==> config.mk <==
export PLATFORM = sky130hd
export DESIGN_NAME = cppcr_config_regs
export DESIGN_NICKNAME = d
export VERILOG_FILES = /design/src/cppcr_pkg.sv /design/src/cppcr_bus_if.sv /design/src/cppcr_spi_port.sv /design/src/cppcr_config_regs.sv
export SDC_FILE = /design/constraint.sdc
export NUM_CORES = 1
export LEC_CHECK = 0
export ABC_AREA = 1
export BUFFER_PORTS_ARGS = -buffer_cell sky130_fd_sc_hd__buf_2
export CORE_MARGIN = 2
export CORE_UTILIZATION = 33
export DETAILED_ROUTE_END_ITERATION = 16
export PLACE_DENSITY = 0.47
export SYNTH_ARGS = -nofsm -noshare
export SYNTH_HDL_FRONTEND = slang
export SYNTH_SLANG_ARGS = --single-unit
==> constraint.sdc <==
create_clock -name clock -period 1.45 [get_ports clock]
set_input_delay 0.29 -clock clock [delete_from_list [all_inputs] [get_ports clock]]
set_output_delay 0.29 -clock clock [all_outputs]
set_load 0.05 [all_outputs]
==> src/cppcr_pkg.sv <==
package cppcr_pkg;

    localparam int          ADDR_W         = 15;
    localparam int          DATA_W         = 8;
    localparam int          FRAME_BITS     = 24;

    // Register offsets
    localparam logic [14:0] OFS_MODE_SEL_1 = 15'h0037;
    localparam logic [14:0] OFS_TS_CTRL    = 15'h003B;
    localparam logic [14:0] OFS_REFO_CTRL  = 15'h003C;
    localparam logic [14:0] OFS_DIV_A      = 15'h003D;
    localparam logic [14:0] OFS_DIV_B      = 15'h003E;

    // Reset values
    localparam logic [7:0]  RST_MODE_SEL_1 = 8'h4B;
    localparam logic [7:0]  RST_TS_CTRL    = 8'h00;
    localparam logic [7:0]  RST_REFO_CTRL  = 8'h01;
    localparam logic [7:0]  RST_DIV_A      = 8'h00;
    localparam logic [7:0]  RST_DIV_B      = 8'h20;

    // Mode codes
    localparam logic [7:0]  MODE_LOW_POWER = 8'h46;
    localparam logic [7:0]  MODE_HIGH_PERF = 8'h4B;

    // Field positions
    localparam int          TS_RECV_BIT    = 0;
    localparam int          TS_PECL_BIT    = 1;
    localparam int          REFO_EN_BIT    = 0;
    localparam int          DIV_V_LSB      = 0;
    localparam int          DIV_P_LSB      = 2;
    localparam int          DIV_N_LSB      = 0;

    // First divider: 5, 4, 3; zero marks a reserved code
    function automatic logic [2:0] cppcr_v_ratio(input logic [1:0] code);
        case (code)
            2'h0:    return 3'h5;
            2'h1:    return 3'h4;
            2'h2:    return 3'h3;
            default: return 3'h0;
        endcase
    endfunction : cppcr_v_ratio

    // Second divider: 1, 2, 4; zero marks a reserved code
    function automatic logic [2:0] cppcr_p_ratio(input logic [1:0] code);
        case (code)
            2'h0:    return 3'h1;
            2'h1:    return 3'h2;
            2'h2:    return 3'h4;
            default: return 3'h0;
        endcase
    endfunction : cppcr_p_ratio

endpackage : cppcr_pkg

==> src/cppcr_bus_if.sv <==
`timescale 1ns/1ps
interface cppcr_bus_if;
    logic [14:0] addr;
    logic [7:0]  wdata;
    logic        wr;
    logic        rd;
    logic [7:0]  rdata;

    modport ctrl (output addr, output wdata, output wr, output rd, input rdata);
    modport regs (input addr, input wdata, input wr, input rd, output rdata);
endinterface : cppcr_bus_if

==> src/cppcr_spi_port.sv <==
`timescale 1ns/1ps
module cppcr_spi_port
    import cppcr_pkg::*;
(
    // Clock and reset
    input  wire logic  clock,
    input  wire logic  rst,
    // Serial control pins
    input  wire logic  sclk,
    input  wire logic  scs_n,
    input  wire logic  sdi,
    output logic       sdo,
    output logic       sdo_oe,
    // Register side
    cppcr_bus_if.ctrl  bus
);
    logic        sclk_q,  next_sclk_q;
    logic [4:0]  cnt,     next_cnt;
    logic [23:0] shin,    next_shin;
    logic [7:0]  outsh,   next_outsh;
    logic        rw,      next_rw;
    logic        load,    next_load;
    logic        sdo_r,   next_sdo;
    logic        wr,      next_wr;
    logic        rd,      next_rd;
    logic [14:0] addr,    next_addr;
    logic [7:0]  wdata,   next_wdata;
    logic        rise;
    logic        fall;

    assign rise      = sclk & ~sclk_q & ~scs_n;
    assign fall      = ~sclk & sclk_q & ~scs_n;
    assign sdo       = sdo_r;
    assign sdo_oe    = ~scs_n & rw & (cnt >= 5'h10);
    assign bus.addr  = addr;
    assign bus.wdata = wdata;
    assign bus.wr    = wr;
    assign bus.rd    = rd;

    // SCLK is sampled by the system clock, so it must run well below 5 MHz
    always_comb begin
        next_sclk_q = sclk;
        next_cnt    = cnt;
        next_shin   = shin;
        next_outsh  = outsh;
        next_rw     = rw;
        next_load   = rd;
        next_sdo    = sdo_r;
        next_wr     = 1'b0;
        next_rd     = 1'b0;
        next_addr   = addr;
        next_wdata  = wdata;
        if (scs_n) begin
            next_cnt = 5'h0;
            next_rw  = 1'b0;
        end else if (rise) begin
            next_shin = {shin[22:0], sdi};
            if (cnt != 5'(FRAME_BITS))
                next_cnt = 5'(cnt + 5'h1);
            if (cnt == 5'h0)
                next_rw = sdi;
            if (cnt == 5'hF) begin
                next_addr = {shin[13:0], sdi};
                next_rd   = rw;
            end
            if (cnt == 5'h17) begin
                next_wdata = {shin[6:0], sdi};
                next_wr    = ~rw;
            end
        end
        if (load) begin
            next_outsh = bus.rdata;
        end else if (fall && rw && cnt >= 5'h10) begin
            next_sdo   = outsh[7];
            next_outsh = {outsh[6:0], 1'b0};
        end
    end

    always_ff @(posedge clock) begin
        if (rst) begin
            sclk_q <= 1'b0;
            cnt    <= 5'h0;
            shin   <= 24'h000000;
            outsh  <= 8'h00;
            rw     <= 1'b0;
            load   <= 1'b0;
            sdo_r  <= 1'b0;
            wr     <= 1'b0;
            rd     <= 1'b0;
            addr   <= 15'h0000;
            wdata  <= 8'h00;
        end else begin
            sclk_q <= next_sclk_q;
            cnt    <= next_cnt;
            shin   <= next_shin;
            outsh  <= next_outsh;
            rw     <= next_rw;
            load   <= next_load;
            sdo_r  <= next_sdo;
            wr     <= next_wr;
            rd     <= next_rd;
            addr   <= next_addr;
            wdata  <= next_wdata;
        end
    end
endmodule : cppcr_spi_port

==> src/cppcr_config_regs.sv <==
`timescale 1ns/1ps
module cppcr_config_regs
    import cppcr_pkg::*;
(
    // Clock and reset
    input  wire logic  clock,
    input  wire logic  rst,
    // Serial control port
    input  wire logic  sclk,
    input  wire logic  scs_n,
    input  wire logic  sdi,
    output logic       sdo,
    output logic       sdo_oe,
    // Device inputs
    input  wire logic  pll_enable,
    input  wire logic  timestamp_input,
    // Operating mode
    output logic [7:0] operating_mode_code,
    output logic       low_power_mode,
    output logic       high_perf_mode,
    output logic       mode_code_reserved,
    // Timestamp receiver
    output logic       timestamp_receiver_enable,
    output logic       timestamp_pecl_mode,
    output logic       timestamp_received,
    // Reference clock output
    output logic       reference_clock_output,
    // Feedback dividers
    output logic [2:0] div_v_ratio,
    output logic [2:0] div_p_ratio,
    output logic [5:0] div_n_ratio,
    output logic       div_code_reserved
);
    cppcr_bus_if bus ();

    cppcr_spi_port u_spi (
        .clock  (clock),
        .rst    (rst),
        .sclk   (sclk),
        .scs_n  (scs_n),
        .sdi    (sdi),
        .sdo    (sdo),
        .sdo_oe (sdo_oe),
        .bus    (bus.ctrl)
    );

    logic [7:0] mode_reg, next_mode_reg;
    logic [7:0] ts_reg,   next_ts_reg;
    logic [7:0] refo_reg, next_refo_reg;
    logic [7:0] diva_reg, next_diva_reg;
    logic [7:0] divb_reg, next_divb_reg;

    // Reserved bits are stored as written so software reads back what it wrote
    always_comb begin
        next_mode_reg = mode_reg;
        next_ts_reg   = ts_reg;
        next_refo_reg = refo_reg;
        next_diva_reg = diva_reg;
        next_divb_reg = divb_reg;
        if (bus.wr) begin
            case (bus.addr)
                OFS_MODE_SEL_1: next_mode_reg = bus.wdata;
                OFS_TS_CTRL:    next_ts_reg   = bus.wdata;
                OFS_REFO_CTRL:  next_refo_reg = bus.wdata;
                OFS_DIV_A:      next_diva_reg = bus.wdata;
                OFS_DIV_B:      next_divb_reg = bus.wdata;
                default: ;
            endcase
        end
    end

    always_ff @(posedge clock) begin
        if (rst) begin
            mode_reg <= RST_MODE_SEL_1;
            ts_reg   <= RST_TS_CTRL;
            refo_reg <= RST_REFO_CTRL;
            diva_reg <= RST_DIV_A;
            divb_reg <= RST_DIV_B;
        end else begin
            mode_reg <= next_mode_reg;
            ts_reg   <= next_ts_reg;
            refo_reg <= next_refo_reg;
            diva_reg <= next_diva_reg;
            divb_reg <= next_divb_reg;
        end
    end

    // Unmapped addresses read as zero
    always_comb begin
        case (bus.addr)
            OFS_MODE_SEL_1: bus.rdata = mode_reg;
            OFS_TS_CTRL:    bus.rdata = ts_reg;
            OFS_REFO_CTRL:  bus.rdata = refo_reg;
            OFS_DIV_A:      bus.rdata = diva_reg;
            OFS_DIV_B:      bus.rdata = divb_reg;
            default:        bus.rdata = 8'h00;
        endcase
    end

    // Decoded outputs, one cycle behind the registers
    logic       next_low, next_high, next_mres;
    logic       next_ts_en, next_ts_pecl, next_ts_rx, next_refo;
    logic [2:0] next_v, next_p;
    logic [5:0] next_n;
    logic       next_dres;

    always_comb begin
        next_low     = (mode_reg == MODE_LOW_POWER);
        next_high    = (mode_reg == MODE_HIGH_PERF);
        next_mres    = !next_low && !next_high;
        next_ts_en   = ts_reg[TS_RECV_BIT];
        next_ts_pecl = ts_reg[TS_PECL_BIT];
        next_ts_rx   = ts_reg[TS_RECV_BIT] & timestamp_input;
        next_refo    = refo_reg[REFO_EN_BIT] & pll_enable;
        next_v       = cppcr_v_ratio(diva_reg[DIV_V_LSB +: 2]);
        next_p       = cppcr_p_ratio(diva_reg[DIV_P_LSB +: 2]);
        next_n       = divb_reg[DIV_N_LSB +: 6];
        // A zero N value is unsupported, so it is flagged with the reserved codes
        next_dres    = (next_v == 3'h0) || (next_p == 3'h0) || (next_n == 6'h00);
    end

    always_ff @(posedge clock) begin
        if (rst) begin
            operating_mode_code       <= RST_MODE_SEL_1;
            low_power_mode            <= 1'b0;
            high_perf_mode            <= 1'b1;
            mode_code_reserved        <= 1'b0;
            timestamp_receiver_enable <= 1'b0;
            timestamp_pecl_mode       <= 1'b0;
            timestamp_received        <= 1'b0;
            reference_clock_output    <= 1'b0;
            div_v_ratio               <= 3'h5;
            div_p_ratio               <= 3'h1;
            div_n_ratio               <= RST_DIV_B[5:0];
            div_code_reserved         <= 1'b0;
        end else begin
            operating_mode_code       <= mode_reg;
            low_power_mode            <= next_low;
            high_perf_mode            <= next_high;
            mode_code_reserved        <= next_mres;
            timestamp_receiver_enable <= next_ts_en;
            timestamp_pecl_mode       <= next_ts_pecl;
            timestamp_received        <= next_ts_rx;
            reference_clock_output    <= next_refo;
            div_v_ratio               <= next_v;
            div_p_ratio               <= next_p;
            div_n_ratio               <= next_n;
            div_code_reserved         <= next_dres;
        end
    end
endmodule : cppcr_config_regs

**Word level (Yosys, flattened, before mapping)**

Cells that the tools add are included.
Widths: inputs -> output; s select.

- Register bits: 124
- Latch bits: 0
- RAM bits: 0
- Bits in read-only memories: 0
- Input bits: 7
- Output and inout bits: 30
- Memories kept: 0

- Add/subtract/negate cells: 1
- Multipliers: 0
- Divide/modulo/power cells: 0
- Magnitude comparators: 1
- Equality and inequality tests: 14
- Shift operators: 0
- Muxes and demuxes: 5
- Bitwise logic cells: 16
- Reductions and logical operators: 28

Operators by type and width:

| cell | count |
|---|---|
| $eq 15x6->1 const B | 5 |
| $pmux 8 s5 | 1 |
| $pmux 3 s3 | 2 |
| $reduce_and 2->1 | 9 |
| $eq 8x7->1 const B | 2 |
| $mux 8 | 2 |
| $and 1x1->1 | 8 |
| $not 1->1 | 8 |
| $reduce_or 4->1 | 2 |
| $logic_not 3->1 | 2 |
| $logic_not 6->1 | 1 |
| $reduce_and 3->1 | 2 |
| $add 5x1->5 const B | 1 |
| $eq 5x4->1 const B | 1 |
| $eq 5x5->1 const B | 1 |
| $ge 5x5->1 const B | 1 |
| $logic_not 5->1 | 1 |
| $ne 5x5->1 const B | 1 |
| $eq 2x1->1 const B | 2 |
| $eq 2x2->1 const B | 2 |
| $logic_not 2->1 | 2 |
| $logic_and 1x1->1 | 3 |
| $logic_not 1->1 | 2 |
| $logic_or 1x1->1 | 2 |
| 2 further kinds | 2 |

**Logic depth before layout (Yosys ltp)**

Gate-level depths: netlist of run 1.

- Depth in word-level cells: 7
- Mapped depth: 9
- Depth with buffers taken out: 9

**Cells and area by module**

A second synthesis of run 1 with hierarchy kept.

- Cell total of the unflattened synthesis: 713
- Area total of the unflattened synthesis: 5296.3 µm²

By module, submodules not included:

| module | times used | cells an instance | area each (µm²) | sequential area each (µm²) |
|---|---|---|---|---|
| cppcr_config_regs | 1 | 405 | 2956.6 | 1361.3 |
| cppcr_spi_port | 1 | 308 | 2339.7 | 1121.1 |

**Worst setup path after synthesis of run 1**

No wires, ideal clock.

- Path type: register -> register
- From: reg u_spi.cnt[4]
- To: reg u_spi.outsh[7]
- Library setup time: 0.132 ns
- Arrival: 1.472 ns
- Setup slack: -0.155 ns
- Cell stages (with the launch flop): 10
- Buffers on the path: 0
- Period minus slack after synthesis: 1.605 ns
- Cells stage by stage: dfxtp_1 inv_1 nor3_4 nand2_1 nand2_1 inv_1 nand2_1 o21ai_0 inv_1 a21oi_1

- Word-level cells in the longest chain between the ends: 3

RTL lines:

| item | RTL line | text |
|---|---|---|
| from (decl) | cppcr_spi_port.sv:18 | `logic [4:0] cnt, next_cnt;` |
| from (signal assigned) | cppcr_spi_port.sv:94 | `cnt <= next_cnt;` |
| $ge 5x5->1 | cppcr_spi_port.sv:73 | `end else if (fall && rw && cnt >= 5'h10) begin` |
| $logic_and 1x1->1 | cppcr_spi_port.sv:73 |  |
| $reduce_bool 2->1 (no source line) | - |  |
| to (signal assigned) | cppcr_spi_port.sv:96 | `outsh <= next_outsh;` |
| to (decl) | cppcr_spi_port.sv:20 | `logic [7:0] outsh, next_outsh;` |

Every way passes these cells.
A chain may end at the register's enable or synchronous reset.

**Worst setup path after layout of run 1**

- From: reg u_spi.cnt[4]
- To: out sdo_oe

- Word-level cells in the longest chain between the ends: 2

RTL lines:

| item | RTL line | text |
|---|---|---|
| $ge 5x5->1 | cppcr_spi_port.sv:34 | `assign sdo_oe = ~scs_n & rw & (cnt >= 5'h10);` |
| $and 1x1->1 | cppcr_spi_port.sv:34 |  |
| to (decl) | cppcr_config_regs.sv:13 | `output logic sdo_oe,` |

Every way passes these cells.

==> results.md, run 1 <==
- Routed WL: 13.8 mm
- Syn Inst Count: 599
- Worst Clk Skew: 10.8 ps
- Vias in the first global route: 4073
- H-tree lvl count: 4
- Iter 0 DRT Violations: 185
- Top-count cell post-synth: dfxtp_1
- Multi-input gate area: 2640 µm²
- Largest cells by area after synthesis: dfxtp_1 (51%), a21oi_1 (8.2%), inv_1 (6.2%)
- CTS Buffer Depth: 2
- CTS Buf Count: 17
- Worst Slack Setup Final: -56.5 ps
- All-layer global routing usage: 16.7%
- Highest routed layer: met4
- Worst EP required: 1160 ps
- Drt drc: 0
- Insertion delay to the later sink of the worst-skew pair: 420 ps
- Relative slew slack: 64.9%
- Avg WL per Cell: 15.7 µm
- Worst path cell trace: inv_4 > nor3_4 > buf_6
- Vias: 4396
- Pre-CTS setup slack: -70.4 ps
- Fin Setup TNS: -192 ps
- Core area: 14400 µm²
- Sequential standard cell area: 2500 µm²
- Crit path buffers/inverters: 2
- Startpoint Class: flip-flop
- Die Y-Extent: 125 µm
- Global placement routability congestion: 0.864
- Initial core utilization: 33.5%
- Die area: 15600 µm²
- Mapped Nets: 609
- Max Slew Vio Count: 0
- Number of flops mapped to enable cells by yosys: 0
- Antenna-violating nets left: 0
- CP Class: flip-flop to primary output
- NumNets Final: 696
- Syn_area_per_cell: 8.07 µm²
- Logic gate share of total power: 2.7%
- RSZ-0062 raised after global routing: true
- CTS Hold Bufs: 0
- #FFs+latches synth: 124
- Clock share of power: 54.7%
- First-pass GRT wire length: 20.5 mm
- Ys flop type: dfxtp_1
- Area Overhead vs Synth: 47.7%
- Critical path arrival: 1220 ps
- Worst Path Max Fanout: 5
- Finished Layout Cells: 882
- Max FFs per register: 15
- Row count: 44
- Port Buffer Count: 36
- Hold Fails Final Rpt: 0
- NetSw: 1.63 mW
- CP endpoint kind: primary output
- Failing checks: negative setup slack
- Layout cells sized above 1: 40.0%
- Status: complete, but fails checks
- Via-to-Cell Ratio: 4.98
- Biggest regs: u_spi.bus.addr: 15 flops, u_spi.shin: 14 flops
- Setup Viol. Count Final: 12
- Yosys top cell by area: dfxtp_1
- Mapped cell area: 4830 µm²
- P_int: 6.44 mW
- Initial antenna violation count: 0
- Fin crit period: 1510 ps
- YS warnings: 0
- PwrDens: 1130 nW/µm²
- Placed Cells: 815
- Dpl hpwl: 8.22 mm
- Lkg Pwr: 2.75 nW
- Most flop-heavy register: u_spi.bus.addr
- Most frequent cells after synthesis: dfxtp_1 (124), inv_1 (80), a21oi_1 (79), nand2_1 (73), nand3_1 (57)
- M1 wire length: 6.01 mm
- Met2 wire len: 6.77 mm
- Metal3 WL: 579 µm
- Io pins: 37
- CP max-delay cell: dfxtp_2
- # Max-Cap Violations: 0
- Largest net degree at the start of global routing: 51
- Die X: 125 µm
- TritonCTS clock tree: yes
- Clk slew on worst S/H paths: 50 ps
- Hold Crit Class: primary input to flip-flop
- Max frequency: 664 MHz
- Root buf cell: clkbuf_16
- # fillers: 1360
- Crit-path max cell delay: 340 ps
- Register share of total power: 42.7%
- Seq/Total Area, Yosys: 51.4%
- Clock sink count: 124
- Final period utilization: 104%
- Detailed Routing Iterations Pass 1: 4
- Count of cell types in the netlist: 35
- GR Overflow Total: 0
- Kind of cell adding the most delay to the critical path: flip-flops
- Antenna diodes: 0
- Ys async rst share: 0%
- Max IR drop VDD: 0.000937 V
- Worst slew pin tran: 526 ps
- Top cell type's share of synthesized area: 51.4%
- Sw Share: 20.2%
==> tightest hold or removal path, cell delays in order <==
cell	delay, ps
buf_2	90
nand2_1	50
nor2_1	30
==> metrics by stage <==
step	utilization (%)	hold WS (ps)	area [µm²]	total power, mW
after detailed placement	37.0	402	5340	3.70
after floorplan	-	388	4840	3.64
after CTS	44.3	83.7	6390	8.14
after global routing	49.5	103	7140	8.34
after global placement	37.0	393	5340	3.70
final	49.5	99.7	7140	8.07
==> routing by layer <==
layer,global-route usage [%],vias to the layer above
li1,-,2177
met1,20.6,2092
met2,26.9,94
met3,4.58,33
met4,8.50,0
met5,0,-
==> kinds of logic (layout without fill, tap and decap cells) <==
family                   count (synthesis)  count (layout)  share of synthesized area, %
buffers and inverters                  110             203                          9.40
flip-flops                             124             124                          51.4
AND/OR/NAND/NOR                        200             206                          20.2
AO/OA/AOI/OAI                          162             162                          18.2
adder cells (fa/ha/maj)                  3               3                         0.777
==> path summary, 6_finish.rpt <==
| kind | endpoint | slack [ps] | cells past startpoint | startpoint |
|---|---|---|---|---|
| worst min-delay path | timestamp_received | 100 | 3 | timestamp_input |
| worst max register to register | refo_reg[2] | -30 | 9 | u_spi.bus.addr[12] |
| worst max-delay path | sdo_oe | -60 | 3 | u_spi.cnt[4] |
| worst min register to register | u_spi.load | 410 | 2 | u_spi.bus.rd |
==> power by group through the flow <==
| stage | logic, mW | registers (mW) | clock network [mW] |
|---|---|---|---|
| 6_report | 0.215 | 3.44 | 4.41 |
| 5_1_grt | 0.241 | 3.44 | 4.66 |
| 4_1_cts | 0.193 | 3.44 | 4.50 |
| 3_5_place_dp | 0.187 | 3.52 | 0 |
| 3_3_place_gp | 0.186 | 3.52 | 0 |
| 2_1_floorplan | 0.118 | 3.52 | 0 |
==> repair_timing <==
| item | in CTS | in global routing |
|---|---|---|
| endpoints found under the hold margin | 0 | 0 |
| gates resized for setup | 72 | 164 |
| endpoints found under the setup margin | 51 | 78 |
| pin swaps | 26 | 59 |
| gates cloned | 4 | 8 |
| buffers inserted | 12 | 18 |
==> placed cells by master, fill, tap and decap left out, types with 18 or more instances in the layout <==
cell type	n
dfxtp_1	108
buf_4	22
nand3_4	19
o21ai_1	29
nand3_2	31
nand2_1	56
a21oi_1	54
a21oi_2	24
inv_1	69
buf_2	35
nand3_1	18
clkbuf_16	18
nor2_1	36
buf_6	18
==> final cells by class <==
type                    instances  area share, %
multi-input cells             371           37.0
flip-flops and latches        124           35.1
repair buffers                 88           11.4
clock buffers                  23           6.56
inverters                      84           4.70
well taps                     184           3.23
clock inverters                 8           1.96
Note: power is estimated with default switching activity, not from simulation.
==> run 2, diff against run 1 <==
--- a/config.mk
+++ b/config.mk
@@ -7,9 +7,9 @@
 export LEC_CHECK = 0
 export ABC_AREA = 1
 export BUFFER_PORTS_ARGS = -buffer_cell sky130_fd_sc_hd__buf_2
-export CORE_MARGIN = 2
 export CORE_UTILIZATION = 33
 export DETAILED_ROUTE_END_ITERATION = 16
+export HOLD_SLACK_MARGIN = 0.03
 export PLACE_DENSITY = 0.47
 export SYNTH_ARGS = -nofsm -noshare
 export SYNTH_HDL_FRONTEND = slang
==> results.md, run 2 (synthesized netlist as in run 1, its figures left out) <==
- Crit path buffers/inverters: 1
- Register share of total power: 42.6%
- Clk slew on worst S/H paths: 50 ps
- Fin Setup TNS: -368 ps
- Initial core utilization: 34.3%
- Max frequency: 673 MHz
- Global placement routability congestion: 0.820
- Worst Slack Setup Final: -35.0 ps
- Vias in the first global route: 3844
- Most flop-heavy register: u_spi.bus.addr
- Highest routed layer: met4
- Worst EP required: 1800 ps
- Dpl hpwl: 8.19 mm
- Most frequent cells in the layout: dfxtp_1 (111), inv_1 (73), a21oi_1 (69)
- First-pass GRT wire length: 20.0 mm
- Placed Cells: 811
- Multi-input gate area: 2270 µm²
- Lkg Pwr: 2.67 nW
- Startpoint Class: flip-flop
- Detailed Routing Iterations Pass 1: 4
- H-tree lvl count: 4
- CP endpoint kind: flip-flop
- Antenna-violating nets left: 0
- Drt drc: 0
- Io pins: 37
- P_int: 6.47 mW
- Final hold slack: 91.9 ps
- Root buf cell: clkbuf_16
- Critical path arrival: 1830 ps
- GR Overflow Total: 0
- Max Slew Vio Count: 0
- Clock sink count: 124
- Kind of cell adding the most delay to the critical path: simple AND/OR/NAND/NOR gates
- Sw Share: 19.9%
- Layout cells sized above 1: 31.1%
- CTS Hold Bufs: 0
- Initial antenna violation count: 0
- Worst Clk Skew: 10.8 ps
- Insertion delay to the later sink of the worst-skew pair: 420 ps
- Finished Layout Cells: 872
- Placed Area: 5310 µm²
- Crit path top cell by count: nand3_1
- Area Overhead vs Synth: 37.5%
- Status: complete, but fails checks
- Sequential standard cell area: 2500 µm²
- Final period utilization: 102%
- Row count: 43
- Logic gate share of total power: 2.6%
- Fin crit period: 1480 ps
- NumNets Final: 689
- Worst path cell trace: nor2_4 > nand2_4 > nor2_8 > buf_6 > nand3_1 > nand3_1 > o21bai_1 > a21oi_1
- Crit-path max cell delay: 330 ps
- Core area: 14100 µm²
- Avg WL per Cell: 15.2 µm
- Commonest non-fill, non-tap cell in the layout: dfxtp_1
- Clock share of power: 54.8%
- Die X: 123 µm
- RSZ-0062 raised after global routing: true
- Metal3 WL: 504 µm
- Via-to-Cell Ratio: 4.88
- Failing checks: negative setup slack
- Total chip power: 8.08 mW
- M1 wire length: 5.91 mm
- Die Y-Extent: 123 µm
- CTS Buf Count: 17
- Pre-CTS setup slack: -74.4 ps
- CP Class: flip-flop to flip-flop
- NetSw: 1.61 mW
- Port Buffer Count: 36
- Hold Crit Class: primary input to flip-flop
- Final core utilization: 47.1%
- Reg2Reg Setup Slack: -30 ps
- Setup Viol. Count Final: 27
- Routed WL: 13.2 mm
- Iter 0 DRT Violations: 224
- Worst Path Max Fanout: 8
- Biggest regs: u_spi.bus.addr: 15 flops, u_spi.shin: 14 flops
- # fillers: 1359
- Antenna diodes: 0
- CP max-delay cell: dfxtp_2
- TritonCTS clock tree: yes
- Vias: 4254
- Hold Fails Final Rpt: 0
- Die area: 15100 µm²
- All-layer global routing usage: 18.0%
- Largest net degree at the start of global routing: 64
- Met2 wire len: 6.48 mm
- # Max-Cap Violations: 0
- Worst slew pin tran: 679 ps
- CTS Buffer Depth: 2
- Final Cell Area: 6640 µm²
- Relative slew slack: 54.6%
- PwrDens: 1220 nW/µm²
- Max IR drop VDD: 0.000725 V
- Max FFs per register: 15
## run 2: worst register-to-register path: stages, from the launching register on
cell and delay [ps]:
dfxtp_2 330, nor2_4 130, nand2_4 90, nor2_8 240, buf_6 180, nand3_1 120, nand3_1 100, o21bai_1 80
a21oi_1 150
## run 2: repair_timing
action | in CTS | in global routing
cloned | 4 | 10
setup buffers | 4 | 12
resized for setup | 42 | 103
pin swaps | 10 | 30
endpoints found under the setup margin | 39 | 74
## run 2: routing by layer
metal	global-route usage, %	vias to the layer above
li1	-	2164
met1	22.0	1987
met2	28.0	83
met3	4.70	20
met4	11.4	0
met5	0	-
## run 2: path summary, 6_finish.rpt
check	to	depth (start not counted)	start
worst max-delay path	u_spi.outsh[3]	8	u_spi.bus.addr[13]
worst min-delay path	timestamp_received	3	timestamp_input
worst max register to register	u_spi.outsh[3]	8	u_spi.bus.addr[13]
worst min register to register	u_spi.load	2	u_spi.bus.rd
## run 2: power groups by stage
stage          clock network (mW)  logic (mW)  registers [mW]
6_report                     4.43       0.208            3.44
5_1_grt                      4.68       0.233            3.44
4_1_cts                      4.53       0.192            3.44
3_5_place_dp                    0       0.189            3.52
3_3_place_gp                    0       0.186            3.52
2_1_floorplan                   0       0.118            3.52
## run 2: final cells by class
| class | instances | area share [%] |
|---|---|---|
| clock inverter | 6 | 1.58 |
| tap | 180 | 3.39 |
| multi-input combinational | 372 | 34.2 |
| clock buffer | 26 | 7.82 |
| sequential | 124 | 37.7 |
| timing repair buffer | 80 | 10.3 |
| inverter | 84 | 4.97 |
==> run 3, diff against run 2 <==
--- a/config.mk
+++ b/config.mk
@@ -6,7 +6,7 @@
 export NUM_CORES = 1
 export LEC_CHECK = 0
 export ABC_AREA = 1
-export BUFFER_PORTS_ARGS = -buffer_cell sky130_fd_sc_hd__buf_2
+export BUFFER_PORTS_ARGS = -buffer_cell sky130_fd_sc_hd__clkbuf_2
 export CORE_UTILIZATION = 33
 export DETAILED_ROUTE_END_ITERATION = 16
 export HOLD_SLACK_MARGIN = 0.03
==> results.md, run 3 (synthesized netlist as in run 1, its figures left out) <==
- Status: complete, but fails checks
- Failing checks: negative setup slack
- Sw Share: 20.6%
- Via-to-Cell Ratio: 5.01
- Core area: 14100 µm²
- Worst EP required: 1160 ps
- Reg2Reg Setup Slack: -40 ps
- Biggest regs: u_spi.bus.addr: 15 flops, u_spi.shin: 14 flops
- Startpoint Class: flip-flop
- Worst Slack Setup Final: -40.0 ps
- Row count: 43
- Max FFs per register: 15
- Worst Clk Skew: 9.10 ps
- Largest net degree at the start of global routing: 64
- Hold Path Sink: timestamp_received
- Dpl hpwl: 8.35 mm
- Antenna-violating nets left: 0
- Detailed Routing Iterations Pass 1: 5
- Layout cells sized above 1: 36.3%
- Clock sink count: 124
- Drt drc: 0
- Placed Area: 5310 µm²
- Min-delay src: timestamp_input
- Fin crit period: 1490 ps
- GR Overflow Total: 0
- Io pins: 37
- Die area: 15100 µm²
- Antenna diodes: 0
- Most frequent cells in the layout: dfxtp_1 (108), inv_1 (71), a21oi_1 (60)
- Hold Crit Class: primary input to flip-flop
- TritonCTS clock tree: yes
- Worst r2r dst: refo_reg[0]
- Register share of total power: 41.8%
- H-tree lvl count: 4
- RSZ-0062 raised after global routing: true
- PwrDens: 1200 nW/µm²
- Final core utilization: 48.7%
- Max IR drop VDD: 0.000716 V
- CTS Hold Bufs: 0
- Logic gate share of total power: 2.6%
- Die X: 123 µm
- Hold Fails Final Rpt: 0
- Iter 0 DRT Violations: 286
- Commonest non-fill, non-tap cell in the layout: dfxtp_1
- # Max-Cap Violations: 0
- Vias in the first global route: 4036
- All-layer global routing usage: 18.8%
- Root buf cell: clkbuf_16
- # fillers: 1359
- First-pass GRT wire length: 21.1 mm
- P_int: 6.54 mW
- Area Overhead vs Synth: 42.2%
- Most flop-heavy register: u_spi.bus.addr
- Routed WL: 13.7 mm
- NetSw: 1.70 mW
- Critical path arrival: 1200 ps
- Global placement routability congestion: 0.818
- Worst slew pin tran: 520 ps
- CP Class: flip-flop to primary output
- Avg WL per Cell: 15.8 µm
- Worst reg2reg startpoint: u_spi.bus.addr[13]
- Path depth of the worst reg2reg path: 8
- Initial core utilization: 34.3%
- Die Y-Extent: 123 µm
- Final Cell Area: 6870 µm²
- Port Buffer Count: 36
- Initial antenna violation count: 0
- Max frequency: 671 MHz
- Worst Path Max Fanout: 2
- Lkg Pwr: 2.72 nW
- Hold depth: 3
- CTS Buf Count: 17
- Max Slew Vio Count: 0
- CP endpoint kind: primary output
- Clk slew on worst S/H paths: 50 ps
- CTS Buffer Depth: 2
- Clock share of power: 55.6%
- Relative slew slack: 65.3%
- NumNets Final: 688
- Vias: 4361
- Setup Viol. Count Final: 16
- Insertion delay to the later sink of the worst-skew pair: 420 ps
- Final period utilization: 103%
-- run 3: cell types whose count changed in the layout (fill, tap and decap cells not counted), sizes merged --
cell / previous run / this run
nor2: 54 / 52
clkinv: 5 / 6
nand3: 66 / 68
clkbuf: 28 / 57
clkinvlp: 0 / 2
inv: 82 / 83
buf: 78 / 43
bufinv: 3 / 4
-- run 3: layout make-up --
cell class | instances | area [µm²] | share of cell area (%)
sequential | 124 | 2510 | 36.5
multi-input combinational | 372 | 2450 | 35.6
timing repair buffer | 79 | 706 | 10.3
clock buffer | 21 | 480 | 6.99
inverter | 84 | 338 | 4.92
tap | 180 | 225 | 3.28
clock inverter | 11 | 164 | 2.39
-- run 3: timing repair --
item / in CTS / in global routing
resized for setup: 29 / 159
cloned: 5 / 5
pin swaps: 12 / 47
setup endpoints to repair: 57 / 74
setup buffers: 8 / 12
-- run 3: metal layers --
layer / up-vias / GRT usage (%) / wire length, µm
met5: - / 0 / 0
met4: 0 / 8.28 / 263
met3: 20 / 5.30 / 595
met2: 97 / 30.6 / 6700
met1: 2075 / 23.3 / 6180
li1: 2169 / - / -
-- run 3: per-stage QoR --
| step | TNS (ps) | std cells | power [mW] | setup WS (ps) | hold slack [ps] |
|---|---|---|---|---|---|
| floorplan | -605 | 599 | 3.64 | -83.4 | 388 |
| global placement | -418 | 809 | 3.70 | -54.8 | 395 |
| detailed placement | -1510 | 809 | 3.70 | -98.3 | 402 |
| CTS | -129 | 854 | 8.30 | -93.5 | 71.5 |
| global route | -3490 | 871 | 8.52 | -121 | 93.1 |
| finish | -296 | 871 | 8.24 | -40.0 | 85.9 |
-- run 3: worst max path at each step --
stage / startpoint / cells past startpoint / slack, ps / end
after floorplan: u_spi.cnt[4] / 6 / -80 / u_spi.outsh[1]
after global placement: u_spi.bus.addr[8] / 6 / -50 / ts_reg[0]
after detailed placement: u_spi.bus.addr[10] / 6 / -100 / ts_reg[1]
after CTS: u_spi.cnt[4] / 3 / -90 / sdo_oe
after global routing: u_spi.bus.addr[9] / 8 / -120 / refo_reg[6]
final: u_spi.cnt[4] / 3 / -40 / sdo_oe
-- run 3: critical path: stages, from the launching register on --
cell     delay, ps
dfxtp_2        350
inv_4           40
nor3_4         210
buf_8          180
-- run 3: power groups by stage --
stage / sequential, mW / combinational, mW / clock, mW
2_1_floorplan: 3.52 / 0.118 / 0
3_3_place_gp: 3.52 / 0.185 / 0
3_5_place_dp: 3.52 / 0.189 / 0
4_1_cts: 3.44 / 0.190 / 4.66
5_1_grt: 3.44 / 0.240 / 4.84
6_report: 3.44 / 0.215 / 4.58
